===== src/mtg_regs.vh =====
// Operation
// [RQ1] Generators one to three give square or trapezoid per wave shape bit.
// [RQ2] Additive generator always gives a trapezoid.
// [RQ3] Stepping cycles generators 1-2 (count 0) or 1-2-3 (count 1).
// [RQ4] Without stepping, continuous tone from generator 1 (count 0) or 2.
// [RQ5] Dual add sums additive generator, gain indexed by active generator.
// [RQ6] Software uses dual add and three steps only outside keypad mode.
// [RQ7] Step durations 10 ms to 8 s from two coefficient bytes.
// [RQ8] Generator and additive gains 0 to -48 dB, one byte each.
// [RQ9] Gain 0 dB equals full PCM level.
// [RQ10] Tone off, continuous, or pulsed per tone-on and pulse bits.
// [RQ11] Pulse on and off intervals 20 ms to 16 min, two bytes each.
// [RQ12] Auto halt stops only after the running sequence completes.
// [RQ13] Direct speaker route feeds tone to speaker, bypassing receive.
// [RQ14] Direct route forces full-amplitude square, ignoring wave shape.
// [RQ15] Filter enable inserts equalizer then saturation amplifier.
// [RQ16] Equalizer is band-pass with center, bandwidth, stop-band terms.
// [RQ17] Saturation amp gain +12 to -12 dB then clip at full level.
// [RQ18] Separate tx/rx tone levels, muteable, added only when switched; keypad mode adds the tx tone without the tx switch.
// [RQ19] Keypad mode sums generator three and additive trapezoids into tx.
// [RQ20] Tx tone switch adds the tone to the outgoing tx signal.
// [RQ21] Pulsing starts with on; stepping restarts at step one on start.
`ifndef MTG_REGS_VH
`define MTG_REGS_VH
// ----------------------------------------------------------------
// Register addresses
// ----------------------------------------------------------------
`define MTG_ADDR_CFG     6'h00
`define MTG_ADDR_SW      6'h01
`define MTG_ADDR_STAT    6'h02
`define MTG_ADDR_COEF    6'h20
`define MTG_CFG_RST      8'h00
`define MTG_SW_RST       8'h00
// ----------------------------------------------------------------
// Configuration bits
// ----------------------------------------------------------------
`define MTG_CFG_SHAPE    0
`define MTG_CFG_STEP     1
`define MTG_CFG_COUNT    2
`define MTG_CFG_ON       3
`define MTG_CFG_PULSE    4
`define MTG_CFG_HALT     5
// ----------------------------------------------------------------
// Switch bits
// ----------------------------------------------------------------
`define MTG_SW_DUAL      0
`define MTG_SW_KEYPAD    1
`define MTG_SW_SPEAKER   2
`define MTG_SW_FILTER    3
`define MTG_SW_TX        4
`define MTG_SW_RX        5
// ----------------------------------------------------------------
// Coefficient byte indices (high byte first)
// ----------------------------------------------------------------
`define MTG_C_FREQ       0
`define MTG_C_GLVL       8
`define MTG_C_ALVL       11
`define MTG_C_DUR        14
`define MTG_C_TON        20
`define MTG_C_OFF_INTERVAL       22
`define MTG_C_CENTER     24
`define MTG_C_BAND       25
`define MTG_C_STOP       26
`define MTG_C_SAT        27
`define MTG_C_TXLVL      28
`define MTG_C_RXLVL      29
`define MTG_COEF_DEPTH   32
// ----------------------------------------------------------------
// Timing
// ----------------------------------------------------------------
`define MTG_CLK_HZ       200000000
`define MTG_SAMPLE_HZ    8000
`define MTG_SAMPLE_CYCLES (`MTG_CLK_HZ / `MTG_SAMPLE_HZ)
`define MTG_UNIT_MS      10
`define MTG_UNIT_SAMPLES (`MTG_UNIT_MS * `MTG_SAMPLE_HZ / 1000)
`define MTG_FULL         16'h7FFF
`define MTG_MUTE         8'hFF
`endif


===== src/mtg_gain.v =====
`include "mtg_regs.vh"
module mtg_gain (
  // Sample and level
  input  wire signed [15:0] sampleIn,
  input  wire        [7:0]  level,
  // Scaled sample
  output wire signed [15:0] sampleOut
);
  // ----------------------------------------------------------------
  // Coarse 6 dB shift, fine linear trim; 0 means full level
  // ----------------------------------------------------------------
  wire signed [15:0] shifted = sampleIn >>> level[7:4];
  wire signed [5:0]  trim    = 6'sd16 - $signed({2'b00, level[3:0]});
  wire signed [21:0] prod    = shifted * trim;
  assign sampleOut = (level == `MTG_MUTE) ? 16'sh0000 : prod[19:4]; // [RQ8] [RQ9] [RQ18]
endmodule


===== src/mtg_wavegen.v =====
`include "mtg_regs.vh"
module mtg_wavegen (
  // Clock and reset
  input  wire               ref_clk,
  input  wire               resetn,
  // Control
  input  wire               sampleTick,
  input  wire               restart,
  input  wire               squareSel,
  input  wire        [15:0] freqWord,
  // Output
  output wire signed [15:0] wave
);
  reg  [15:0] phaseQ;
  wire [14:0] triWave = phaseQ[15] ? ~phaseQ[14:0] : phaseQ[14:0];
  wire signed [17:0] centered = $signed({3'b000, triWave}) - 18'sd16384;
  // Triangle times four, clipped: flat tops make the trapezoid
  wire signed [19:0] steep = {centered, 2'b00};
  wire signed [15:0] trap  = (steep > 20'sd32767) ? 16'sh7FFF :
                             (steep < -20'sd32767) ? -16'sh7FFF :
                             steep[15:0];
  wire signed [15:0] sq    = phaseQ[15] ? -16'sh7FFF : 16'sh7FFF;

  always @(posedge ref_clk or negedge resetn) begin
    if (!resetn) begin
      phaseQ <= 16'h0000;
    end else if (restart) begin
      phaseQ <= 16'h0000;
    end else if (sampleTick) begin
      phaseQ <= phaseQ + freqWord;
    end
  end

  assign wave = squareSel ? sq : trap; // [RQ1] [RQ2]
endmodule


===== src/mtg_top.v =====
`include "mtg_regs.vh"
module mtg_top #(
  parameter SAMPLE_CYCLES = `MTG_SAMPLE_CYCLES
) (
  // Clock and reset
  input  wire               ref_clk,
  input  wire               resetn,
  // Register port
  input  wire        [5:0]  regAddr,
  input  wire        [7:0]  regWdata,
  input  wire               regWr,
  input  wire               regRd,
  output reg         [7:0]  regRdata,
  // Voice paths at the sample rate
  input  wire signed [15:0] txIn,
  input  wire signed [15:0] rxIn,
  output reg  signed [15:0] txOut,
  output reg  signed [15:0] rxOut,
  output reg  signed [15:0] spkOut,
  output reg                sampleStrobe
);
  // ----------------------------------------------------------------
  // Registers and coefficient memory
  // ----------------------------------------------------------------
  reg  [7:0] toneConfigReg;
  reg  [7:0] toneSwitchReg;
  reg  [7:0] coefMem [0:`MTG_COEF_DEPTH-1];
  integer    k;

  wire shapeSel   = toneConfigReg[`MTG_CFG_SHAPE];
  wire stepEn     = toneConfigReg[`MTG_CFG_STEP];
  wire countSel   = toneConfigReg[`MTG_CFG_COUNT];
  wire toneOnBit  = toneConfigReg[`MTG_CFG_ON];
  wire pulseSel   = toneConfigReg[`MTG_CFG_PULSE];
  wire haltSel    = toneConfigReg[`MTG_CFG_HALT];
  wire dualAdd    = toneSwitchReg[`MTG_SW_DUAL];
  wire keypadMode = toneSwitchReg[`MTG_SW_KEYPAD];
  wire speakerRt  = toneSwitchReg[`MTG_SW_SPEAKER];
  wire filterEn   = toneSwitchReg[`MTG_SW_FILTER];
  wire txSwitch   = toneSwitchReg[`MTG_SW_TX];
  wire rxSwitch   = toneSwitchReg[`MTG_SW_RX];

  reg        runQ;
  reg        pulseOnQ;
  reg  [1:0] stepQ;
  wire       coefHit = (regAddr[5] == 1'b1);

  always @(posedge ref_clk or negedge resetn) begin
    if (!resetn) begin
      toneConfigReg <= `MTG_CFG_RST;
      toneSwitchReg <= `MTG_SW_RST;
      for (k = 0; k < `MTG_COEF_DEPTH; k = k + 1) begin
        coefMem[k] <= 8'h00;
      end
    end else if (regWr) begin
      if (regAddr == `MTG_ADDR_CFG) begin
        toneConfigReg <= regWdata;
      end
      if (regAddr == `MTG_ADDR_SW) begin
        toneSwitchReg <= regWdata;
      end
      if (coefHit) begin
        coefMem[regAddr[4:0]] <= regWdata;
      end
    end
  end

  // Read data stands only in the cycle after the strobe
  always @(posedge ref_clk or negedge resetn) begin
    if (!resetn) begin
      regRdata <= 8'h00;
    end else if (regRd) begin
      if (regAddr == `MTG_ADDR_CFG) begin
        regRdata <= toneConfigReg;
      end else if (regAddr == `MTG_ADDR_SW) begin
        regRdata <= toneSwitchReg;
      end else if (regAddr == `MTG_ADDR_STAT) begin
        regRdata <= {4'h0, stepQ, pulseOnQ, runQ};
      end else if (coefHit) begin
        regRdata <= coefMem[regAddr[4:0]];
      end else begin
        regRdata <= 8'h00;
      end
    end else begin
      regRdata <= 8'h00;
    end
  end

  // ----------------------------------------------------------------
  // Sample and 10 ms unit ticks
  // ----------------------------------------------------------------
  reg  [15:0] smpCntQ;
  reg  [7:0]  unitCntQ;
  wire        smpTick  = (smpCntQ == SAMPLE_CYCLES - 1);
  wire        startEvt = toneOnBit & ~runQ;
  wire        unitTick = smpTick & (unitCntQ == `MTG_UNIT_SAMPLES - 1);

  always @(posedge ref_clk or negedge resetn) begin
    if (!resetn) begin
      smpCntQ  <= 16'h0000;
      unitCntQ <= 8'h00;
    end else begin
      smpCntQ <= smpTick ? 16'h0000 : smpCntQ + 16'h0001;
      if (startEvt) begin
        unitCntQ <= 8'h00;
      end else if (smpTick) begin
        unitCntQ <= unitTick ? 8'h00 : unitCntQ + 8'h01;
      end
    end
  end

  // ----------------------------------------------------------------
  // Sequencer and control generator
  // ----------------------------------------------------------------
  reg  [15:0] durCntQ;
  reg  [16:0] pulseCntQ;
  localparam integer DUR_BASE = `MTG_C_DUR;
  wire [4:0]  durIdx   = DUR_BASE[4:0] + {2'b00, stepQ, 1'b0};
  wire [15:0] stepDur  = {coefMem[durIdx], coefMem[durIdx + 5'd1]};
  wire        lastStep = countSel ? (stepQ == 2'd2) : (stepQ == 2'd1);
  wire        stepDone = ({1'b0, durCntQ} + 17'h0_0001) >= {1'b0, stepDur};
  wire        seqEnd   = stepEn & unitTick & stepDone & lastStep;
  wire [15:0] ivalRaw  = pulseOnQ ?
                         {coefMem[`MTG_C_TON], coefMem[`MTG_C_TON+1]} :
                         {coefMem[`MTG_C_OFF_INTERVAL], coefMem[`MTG_C_OFF_INTERVAL+1]};
  wire [16:0] ivalLen  = {ivalRaw, 1'b0}; // 20 ms units from 10 ms ticks
  wire        ivalDone = (pulseCntQ + 17'h0_0001) >= ivalLen;
  wire        stopNow  = ~toneOnBit & (~(haltSel & stepEn) | seqEnd);

  always @(posedge ref_clk or negedge resetn) begin
    if (!resetn) begin
      runQ      <= 1'b0;
      stepQ     <= 2'd0;
      durCntQ   <= 16'h0000;
      pulseOnQ  <= 1'b1;
      pulseCntQ <= 17'h0_0000;
    end else if (startEvt) begin
      runQ      <= 1'b1; // [RQ10]
      stepQ     <= 2'd0; // [RQ21]
      durCntQ   <= 16'h0000;
      pulseOnQ  <= 1'b1; // [RQ21]
      pulseCntQ <= 17'h0_0000;
    end else if (runQ) begin
      if (stopNow) begin
        runQ <= 1'b0; // [RQ12]
      end
      if (unitTick & stepEn) begin
        if (stepDone) begin
          durCntQ <= 16'h0000; // [RQ7]
          stepQ   <= lastStep ? 2'd0 : stepQ + 2'd1; // [RQ3]
        end else begin
          durCntQ <= durCntQ + 16'h0001;
        end
      end
      if (unitTick & pulseSel) begin
        if (ivalDone) begin
          pulseCntQ <= 17'h0_0000; // [RQ11]
          pulseOnQ  <= ~pulseOnQ; // [RQ10]
        end else begin
          pulseCntQ <= pulseCntQ + 17'h0_0001;
        end
      end else if (!pulseSel) begin
        pulseOnQ  <= 1'b1;
        pulseCntQ <= 17'h0_0000;
      end
    end
  end

  // ----------------------------------------------------------------
  // Signal generators
  // ----------------------------------------------------------------
  wire [1:0] activeGen = keypadMode ? 2'd2 :
                         stepEn ? stepQ : {1'b0, countSel}; // [RQ3] [RQ4]
  wire signed [15:0] rawWave [0:3];
  wire signed [15:0] lvlWave [0:3];

  genvar g;
  generate
    for (g = 0; g < 4; g = g + 1) begin : gen_tone
      localparam integer FI = `MTG_C_FREQ + 2 * g;
      localparam integer GI = `MTG_C_GLVL + g;
      localparam integer AI = `MTG_C_ALVL;
      wire [4:0] fIdx  = FI[4:0];
      wire [4:0] lIdx  = (g == 3) ? (AI[4:0] + {3'b000, activeGen}) :
                                    GI[4:0];
      // Direct speaker route forces square and keypad needs trapezoid
      wire       sqSel = (g != 3) &
                         ((shapeSel & ~keypadMode) | speakerRt);
      mtg_wavegen u_gen (
        .ref_clk    (ref_clk),
        .resetn     (resetn),
        .sampleTick (smpTick),
        .restart    (startEvt),
        .squareSel  (sqSel), // [RQ1] [RQ2] [RQ14]
        .freqWord   ({coefMem[fIdx], coefMem[fIdx + 5'd1]}),
        .wave       (rawWave[g])
      );
      mtg_gain u_lvl (
        .sampleIn  (rawWave[g]),
        .level     (coefMem[lIdx]), // [RQ5] [RQ8]
        .sampleOut (lvlWave[g])
      );
    end
  endgenerate

  wire               addOn   = dualAdd | keypadMode; // [RQ5] [RQ19]
  wire signed [16:0] toneSum = $signed({lvlWave[activeGen][15],
                                        lvlWave[activeGen]}) +
                               (addOn ? $signed({lvlWave[3][15], lvlWave[3]})
                                      : 17'sh0_0000);

  function signed [15:0] clip;
    input signed [19:0] v;
    begin
      if (v > 20'sd32767) begin
        clip = 16'sh7FFF;
      end else if (v < -20'sd32767) begin
        clip = -16'sh7FFF;
      end else begin
        clip = v[15:0];
      end
    end
  endfunction

  // ----------------------------------------------------------------
  // Tone filter: band-pass then saturation amplifier
  // ----------------------------------------------------------------
  reg  signed [15:0] x1Q, x2Q, y1Q, y2Q;
  wire signed [15:0] eqIn  = clip({{3{toneSum[16]}}, toneSum});
  wire signed [7:0]  aCtr  = coefMem[`MTG_C_CENTER];
  wire signed [7:0]  aBand = coefMem[`MTG_C_BAND];
  wire [7:0]         kStop = coefMem[`MTG_C_STOP];
  wire signed [23:0] fbA   = aCtr * y1Q;
  wire signed [23:0] fbB   = aBand * y2Q;
  wire signed [19:0] diff  = $signed({{4{eqIn[15]}}, eqIn}) -
                             $signed({{4{x2Q[15]}}, x2Q});
  // Stop-band leak is the input dropped by 6 dB per step; 9 steps = none
  wire [3:0]         kSh   = (kStop[7:3] > 5'd8) ? 4'd9 : kStop[6:3];
  wire signed [15:0] leak  = (kSh == 4'd9) ? 16'sh0000 : (eqIn >>> kSh);
  // Feedback terms sign-extended so the sum stays signed
  wire signed [19:0] eqSum = (diff >>> 1) +
                             $signed({{2{fbA[23]}}, fbA[23:6]}) +
                             $signed({{3{fbB[23]}}, fbB[23:7]});
  wire signed [15:0] eqOut = clip(eqSum); // [RQ16]
  wire signed [7:0]  satG  = coefMem[`MTG_C_SAT];
  // Gain in 6 dB steps, held to +/-12 dB, then clipped at full level
  wire [1:0]         satM  = satG[7] ? ((satG < -8'sd2) ? 2'd2 : -satG[1:0])
                                     : ((satG > 8'sd2) ? 2'd2 : satG[1:0]);
  wire signed [19:0] satX  = $signed({{4{eqOut[15]}}, eqOut}) +
                             $signed({{4{leak[15]}}, leak});
  wire signed [15:0] satOut = satG[7] ? clip(satX >>> satM)
                                      : clip(satX <<< satM); // [RQ17]

  always @(posedge ref_clk or negedge resetn) begin
    if (!resetn) begin
      x1Q <= 16'sh0000;
      x2Q <= 16'sh0000;
      y1Q <= 16'sh0000;
      y2Q <= 16'sh0000;
    end else if (smpTick) begin
      x1Q <= eqIn;
      x2Q <= x1Q;
      y1Q <= eqOut;
      y2Q <= y1Q;
    end
  end

  wire audible = runQ & pulseOnQ; // [RQ10]
  wire signed [15:0] toneSig = ~audible ? 16'sh0000 :
                               filterEn ? satOut : eqIn; // [RQ15]

  // ----------------------------------------------------------------
  // Level stages and path mixing
  // ----------------------------------------------------------------
  wire signed [15:0] txTone;
  wire signed [15:0] rxTone;

  mtg_gain u_txlvl (
    .sampleIn  (toneSig),
    .level     (coefMem[`MTG_C_TXLVL]), // [RQ18]
    .sampleOut (txTone)
  );

  mtg_gain u_rxlvl (
    .sampleIn  (toneSig),
    .level     (coefMem[`MTG_C_RXLVL]), // [RQ18]
    .sampleOut (rxTone)
  );

  wire txAdd = txSwitch | keypadMode; // [RQ19] [RQ20]
  wire rxAdd = rxSwitch & ~speakerRt; // [RQ13] [RQ18]
  wire signed [19:0] txMix = $signed({{4{txIn[15]}}, txIn}) +
                             (txAdd ? $signed({{4{txTone[15]}}, txTone})
                                    : 20'sh0_0000);
  wire signed [19:0] rxMix = $signed({{4{rxIn[15]}}, rxIn}) +
                             (rxAdd ? $signed({{4{rxTone[15]}}, rxTone})
                                    : 20'sh0_0000);

  always @(posedge ref_clk or negedge resetn) begin
    if (!resetn) begin
      txOut        <= 16'sh0000;
      rxOut        <= 16'sh0000;
      spkOut       <= 16'sh0000;
      sampleStrobe <= 1'b0;
    end else begin
      sampleStrobe <= smpTick;
      if (smpTick) begin
        txOut  <= clip(txMix);
        rxOut  <= clip(rxMix);
        // Raw generator square drives the speaker at full swing
        spkOut <= (speakerRt & audible) ? rawWave[activeGen]
                                        : 16'sh0000; // [RQ13] [RQ14]
      end
    end
  end
endmodule


===== config.mk =====
export PLATFORM = sky130hd
export DESIGN_NAME = mtg_top
export DESIGN_NICKNAME = d
export VERILOG_FILES = /design/src/mtg_gain.v /design/src/mtg_wavegen.v /design/src/mtg_top.v
export VERILOG_INCLUDE_DIRS = /design/src
export SDC_FILE = /design/constraint.sdc
export NUM_CORES = 2
export LEC_CHECK = 0
export BUFFER_PORTS_ARGS = -buffer_cell sky130_fd_sc_hd__buf_2
export CAP_MARGIN = 15
export CORE_UTILIZATION = 66
export DETAILED_ROUTE_END_ITERATION = 10
export PLACE_DENSITY = 0.94
export SETUP_SLACK_MARGIN = 0.15
export SKIP_LAST_GASP = 1
export SLEW_MARGIN = 0
export SYNTH_ARGS = -nofsm -noshare
export SYNTH_HDL_FRONTEND = slang
export SYNTH_HIERARCHICAL = 1
export SYNTH_SLANG_ARGS = --single-unit

===== constraint.sdc =====
create_clock -name ref_clk -period 28.7 [get_ports ref_clk]
set_input_delay 5.74 -clock ref_clk [delete_from_list [all_inputs] [get_ports ref_clk]]
set_output_delay 5.74 -clock ref_clk [all_outputs]
set_load 0.01 [all_outputs]

; Word-level counts from Yosys, hierarchy flattened
; Index checks and enable logic that the tools add are counted.
[classes]
n_addsub = 31
mul = 8
order_cmp = 31
n_eq_ne = 15
shifts = 9
mux = 112
bitwise_logic = 31
n_reduce_logical = 13
[op_table]
columns = op, count
row1 = $mux 16, 55
row2 = $bwmux 256, 1
row3 = $gt 20x16->1 const B, 9
row4 = $lt 20x16->1 const B, 9
row5 = $bmux 8 s5, 4
row6 = $mux 8, 17
row7 = $mul 16x6->20, 6
row8 = $sshr 16x4->16, 7
row9 = $mux 17, 6
row10 = $add 16x16->16, 4
row11 = $bmux 16 s2, 2
row12 = $sub 15x15->16 const B, 4
row13 = $mux 15, 4
row14 = $not 15->15, 4
row15 = $eq 8x8->1 const B, 6
row16 = $mul 8x16->24, 2
row17 = $add 16x20->20, 2
row18 = $demux 8 s5, 1
row19 = $mux 20, 2
row20 = $sub 5x4->6 const A, 6
row21 = $add 16x1->16 const B, 2
row22 = $ge 6x6->1 const B, 4
row23 = $not 5->6, 4
row24 = $add 19x17->20, 1
row25 = 44 further kinds, 88
[totals]
reg_bits = 518
inputBits = 50
output_inout_bits = 57
elab_cells = 304

; Depth between registers and ports, before layout
[depth]
word_depth = 39
ltp_mapped = 124
ltp_nobuf = 113

; Modules after synthesis
; The synthesis kept the hierarchy.
[modules_own_cells]
columns = mod, instances, cells_each, area_per_inst_um2, seq_area_each_um2
row1 = mtg_top, 1, 4080, 39854.5, 11362.1
row2 = mtg_gain (u_rxlvl ...), 2, 498, 3616.0, 0.0
row3 = mtg_wavegen (gen_tone[0].u_gen ...), 3, 214, 1722.9, 400.4
row4 = mtg_gain (gen_tone[0].u_lvl), 1, 488, 3593.4, 0.0
row5 = mtg_gain (gen_tone[3].u_lvl), 1, 485, 3572.2, 0.0
row6 = mtg_gain (gen_tone[2].u_lvl), 1, 474, 3534.6, 0.0
row7 = mtg_gain (gen_tone[1].u_lvl), 1, 465, 3497.1, 0.0
row8 = mtg_wavegen (gen_tone[3].u_gen), 1, 247, 1926.8, 400.4

; Worst setup path after synthesis
; OpenSTA, ideal clock, no wires.
[synth_path]
kind = register -> register
startpoint = register toneConfigReg[1]
endpoint = register rxOut[0]
setup_time_ns = 0.126
t_arrival_ns = 26.210
t_required_ns = 28.574
slack_ns = 2.364
stages_incl_launch_ff = 113
cell_sequence = dfrtp_1 > clkbuf_1 > mux2i_1 > nor2_1 > inv_1 > clkbuf_1 > clkbuf_1 > ha_1 > clkbuf_1 > clkbuf_1 > mux4_2 > mux2_2 > buf_6 > buf_4 > buf_2 > a211oi_1 > a21oi_1 > nand2_1 > [77 not listed] > nand4_1 > a2111oi_4 > nor2_1 > or4_1 > nand2_1 > and2_1 > ha_1 > a21o_1 > a21oi_1 > o21bai_1 > a21o_1 > a31o_2 > a2111oi_0 > nor3_1 > nor4bb_1 > o311ai_0 > nand3_1 > o32a_1
[synth_lines]
columns = item, line_no
row1 = start: declaration, mtg_top.v:25  ; reg [7:0] toneConfigReg;
row2 = start signal: assignment, mtg_top.v:50  ; toneConfigReg <= `MTG_CFG_RST;
row3 = start signal: assignment, mtg_top.v:57  ; toneConfigReg <= regWdata;
row4 = end signal: assignment, mtg_top.v:309  ; rxOut <= clip(rxMix);
row5 = end: declaration, mtg_top.v:18  ; output reg signed [15:0] rxOut,

==> results.ini <==
[outcome]
status = completed

[yosys]
syn_area_sq_um = 68400
synthCells = 7877
synthTopCellsByCount = 920 x inv_1, 896 x nor2_1, 614 x nand2_1
synth_top_area_frac = 0.189
synth_most_common_cell = inv_1
synth_mux_area_frac = 0.135
yosys_register_bits = 518
ys_seq_area_frac = 0.190
synth_top_area_cell = dfrtp_1
synth_edf_count = 0
synth_simple_gate_area_share = 0.179
synthArstFlopShare = 1.00
yosysUniqueCellTypes = 116
synth_xor_area_frac = 0.0409
synth_top_family_by_area = adder cells
syn_area_per_cell_sq_um = 8.68
yosys_warnings = 6
synth_compound_area_frac = 0.142
synthFlopType = dfrtp_1
yosys-top-cells-area = dfrtp_1 19%, fa_1 15%, ha_1 9.0%, mux4_2 5.5%, mux2_2 5.2%
synthAdderAreaFrac = 0.239

[worst_hold_path]
holdPathStages = 2
holdPathEnd = x1Q[5]$_DFFE_PN0P_
hold_class = reg2reg
hold_start = x1Q[5]$_DFFE_PN0P_

[placement]
io_buffers = 106
dp_hpwl_microns = 159000
gp_congestion = 1.03

[finish]
nets = 8833
drive_gt1_frac = 0.124
syn_to_final_growth_pct = 6.13
n_fill_cell = 7375

[clocking]
cts.path.max_buffers = 3
worstSkewPairLatency_ns = 0.71
cts_buffers = 59
cts.sinks = 518
clk_pin_slew_ns = 0.07
cts_root_buffer = clkbuf_16
cts_tree = done
htreeDepth = 2

[sta]
hold_violations = 0
post-route-period-util = 0.947
rsz0062_at_grt = yes
fmax_mhz = 36.8
setup_tns_ns = 0
relSlewSlack = 0.203
tightest_slew_ns = 1.19
drv_slew = 0
period_minus_slack_ns = 27.19
fin_worst_skew_ns = 0.0773
setup_viol = 0

[detailed_routing]
routed-via-count = 61500
ant_nets = 0
drt_wl_total_microns = 211000
via_per_inst = 6.68
wl_per_cell_microns = 22.9
drt_iter0_markers = 7095
drc_errors = 0
first_pass_iters = 7

[grt]
grt_overflow = 0
grt_pass1_vias = 61500
grt_max_degree = 124
grt.total_usage = 0.400
grt_pass1_wl_microns = 331000
antenna_found_initial = 13

[setup_path]
crit_top_cell = fa_1
cp_max_fo = 16
cp.required_ns = 29.23
start_kind = flip-flop
rrSetupSlack_ns = 1.51
path_buf_inv = 10
crit_path_end_kind = flip-flop
crit_path_max_incr_delay_ns = 0.59
r2r_cells = 107
rr_startpoint = toneSwitchReg[1]$_DFFE_PN0P_
critPathTopFamily = compound AO/OA/AOI/OAI gates
reg2reg_to = txOut[10]$_DFFE_PN0P_
arrival_ns = 27.71
cp_slowest_cell = dfrtp_1
critPathKind = reg2reg

[floorplan]
core_area_sq_um = 102000
die_w_microns = 324
io_pins = 107
die-area_sq_um = 105000
core.rowCount = 117
die_y_microns = 324
initial_utilization = 0.669

[run]
maxCapViolCount = 0

## how the worst max path moves through the flow
stage / depth (start not counted) / slack [ns] / endpoint / start
5_1_grt: 107 / 0.07 / txOut[10]$_DFFE_PN0P_ / gen_tone[2].u_gen/phaseQ[15]$_DFFE_PN0P_
3_5_place_dp: 105 / 0.77 / txOut[0]$_DFFE_PN0P_ / toneConfigReg[1]$_DFFE_PN0P_
2_1_floorplan: 112 / 2.36 / rxOut[0]$_DFFE_PN0P_ / toneConfigReg[1]$_DFFE_PN0P_
3_3_place_gp: 101 / 1.41 / rxOut[0]$_DFFE_PN0P_ / toneConfigReg[1]$_DFFE_PN0P_
6_report: 107 / 1.51 / txOut[10]$_DFFE_PN0P_ / toneSwitchReg[1]$_DFFE_PN0P_
4_1_cts: 105 / 0.63 / rxOut[0]$_DFFE_PN0P_ / toneConfigReg[1]$_DFFE_PN0P_
## through the flow
step | area (sq um) | cells | utilization | hold slack [ns] | worst slack, ns
after floorplan | 68400 | 7878 | - | 0.439 | 2.36
after global placement | 69900 | 9077 | 0.684 | 0.449 | 1.41
after detailed placement | 69900 | 9077 | 0.684 | 0.462 | 0.770
after CTS | 72100 | 9188 | 0.706 | 0.478 | 0.633
after global routing | 72600 | 9206 | 0.710 | 0.504 | 0.0726
final | 72600 | 9210 | 0.710 | 0.478 | 1.51
## flip-flops by register name, indices dropped and copies added, names as in the netlist, 16 cells and up
name and flops:
x2Q 16, durCntQ 16, y1Q 16, gen_tone.u_gen/phaseQ 64, txOut 16, coefMem 224
spkOut 16, rxOut 16, smpCntQ 16, pulseCntQ 17, y2Q 16, x1Q 16
## layout by cell type, fill, tap and decap left out, drive strengths merged, types with 204 or more instances in the layout
cell,Yosys,final
xnor2,227,227
a21oi,350,350
mux2,324,324
nand2,614,614
fa,506,506
dfrtp,517,517
nor2,896,896
and2,204,204
o21ai,436,436
buf,86,216
ha,492,492
inv,922,925
## area by class of cell
cell class | count | area (sq um) | area share
clock buffer | 75 | 1640 | 0.0226
antenna | 7 | 17.5 | 0.000241
sequential | 518 | 13000 | 0.179
tap | 1368 | 1710 | 0.0236
inverter | 927 | 3490 | 0.0482
timing repair buffer | 216 | 1410 | 0.0194
clock inverter | 36 | 587 | 0.00809
multi-input combinational | 6063 | 50700 | 0.699
## per-layer routing
metal  global-route usage  wire, microns  vias to the layer above
met4                0.258          15300                       10
met3               0.0878          19900                     1054
met2                0.656          99000                     3752
met5                    0             59                        -
met1                0.476          76500                    29800
li1                     -              -                    26800
## timing repair
action / 4_1_cts / 5_1_grt
hold buffers: 0 / 0
resized for setup: 0 / 86
buffers inserted: 0 / 11
setup endpoints to repair: 0 / 32
## cells by family after synthesis
family          after synthesis
simple gates               2567
compound gates             1496
buf+inv                    1299
fa+ha+maj                  1002
mux                         675
flops                       518
xor+xnor                    319
other cells                   1
## worst min-delay path, delay by kind of cell (launching register included)
kind	cells	cell delay, ns
AND/OR/NAND/NOR	2	0.11
flip-flops	1	0.34
Power is left out: the tool's default activity adds up to more than one toggle a clock period on the data nets, which glitch-free logic cannot reach.
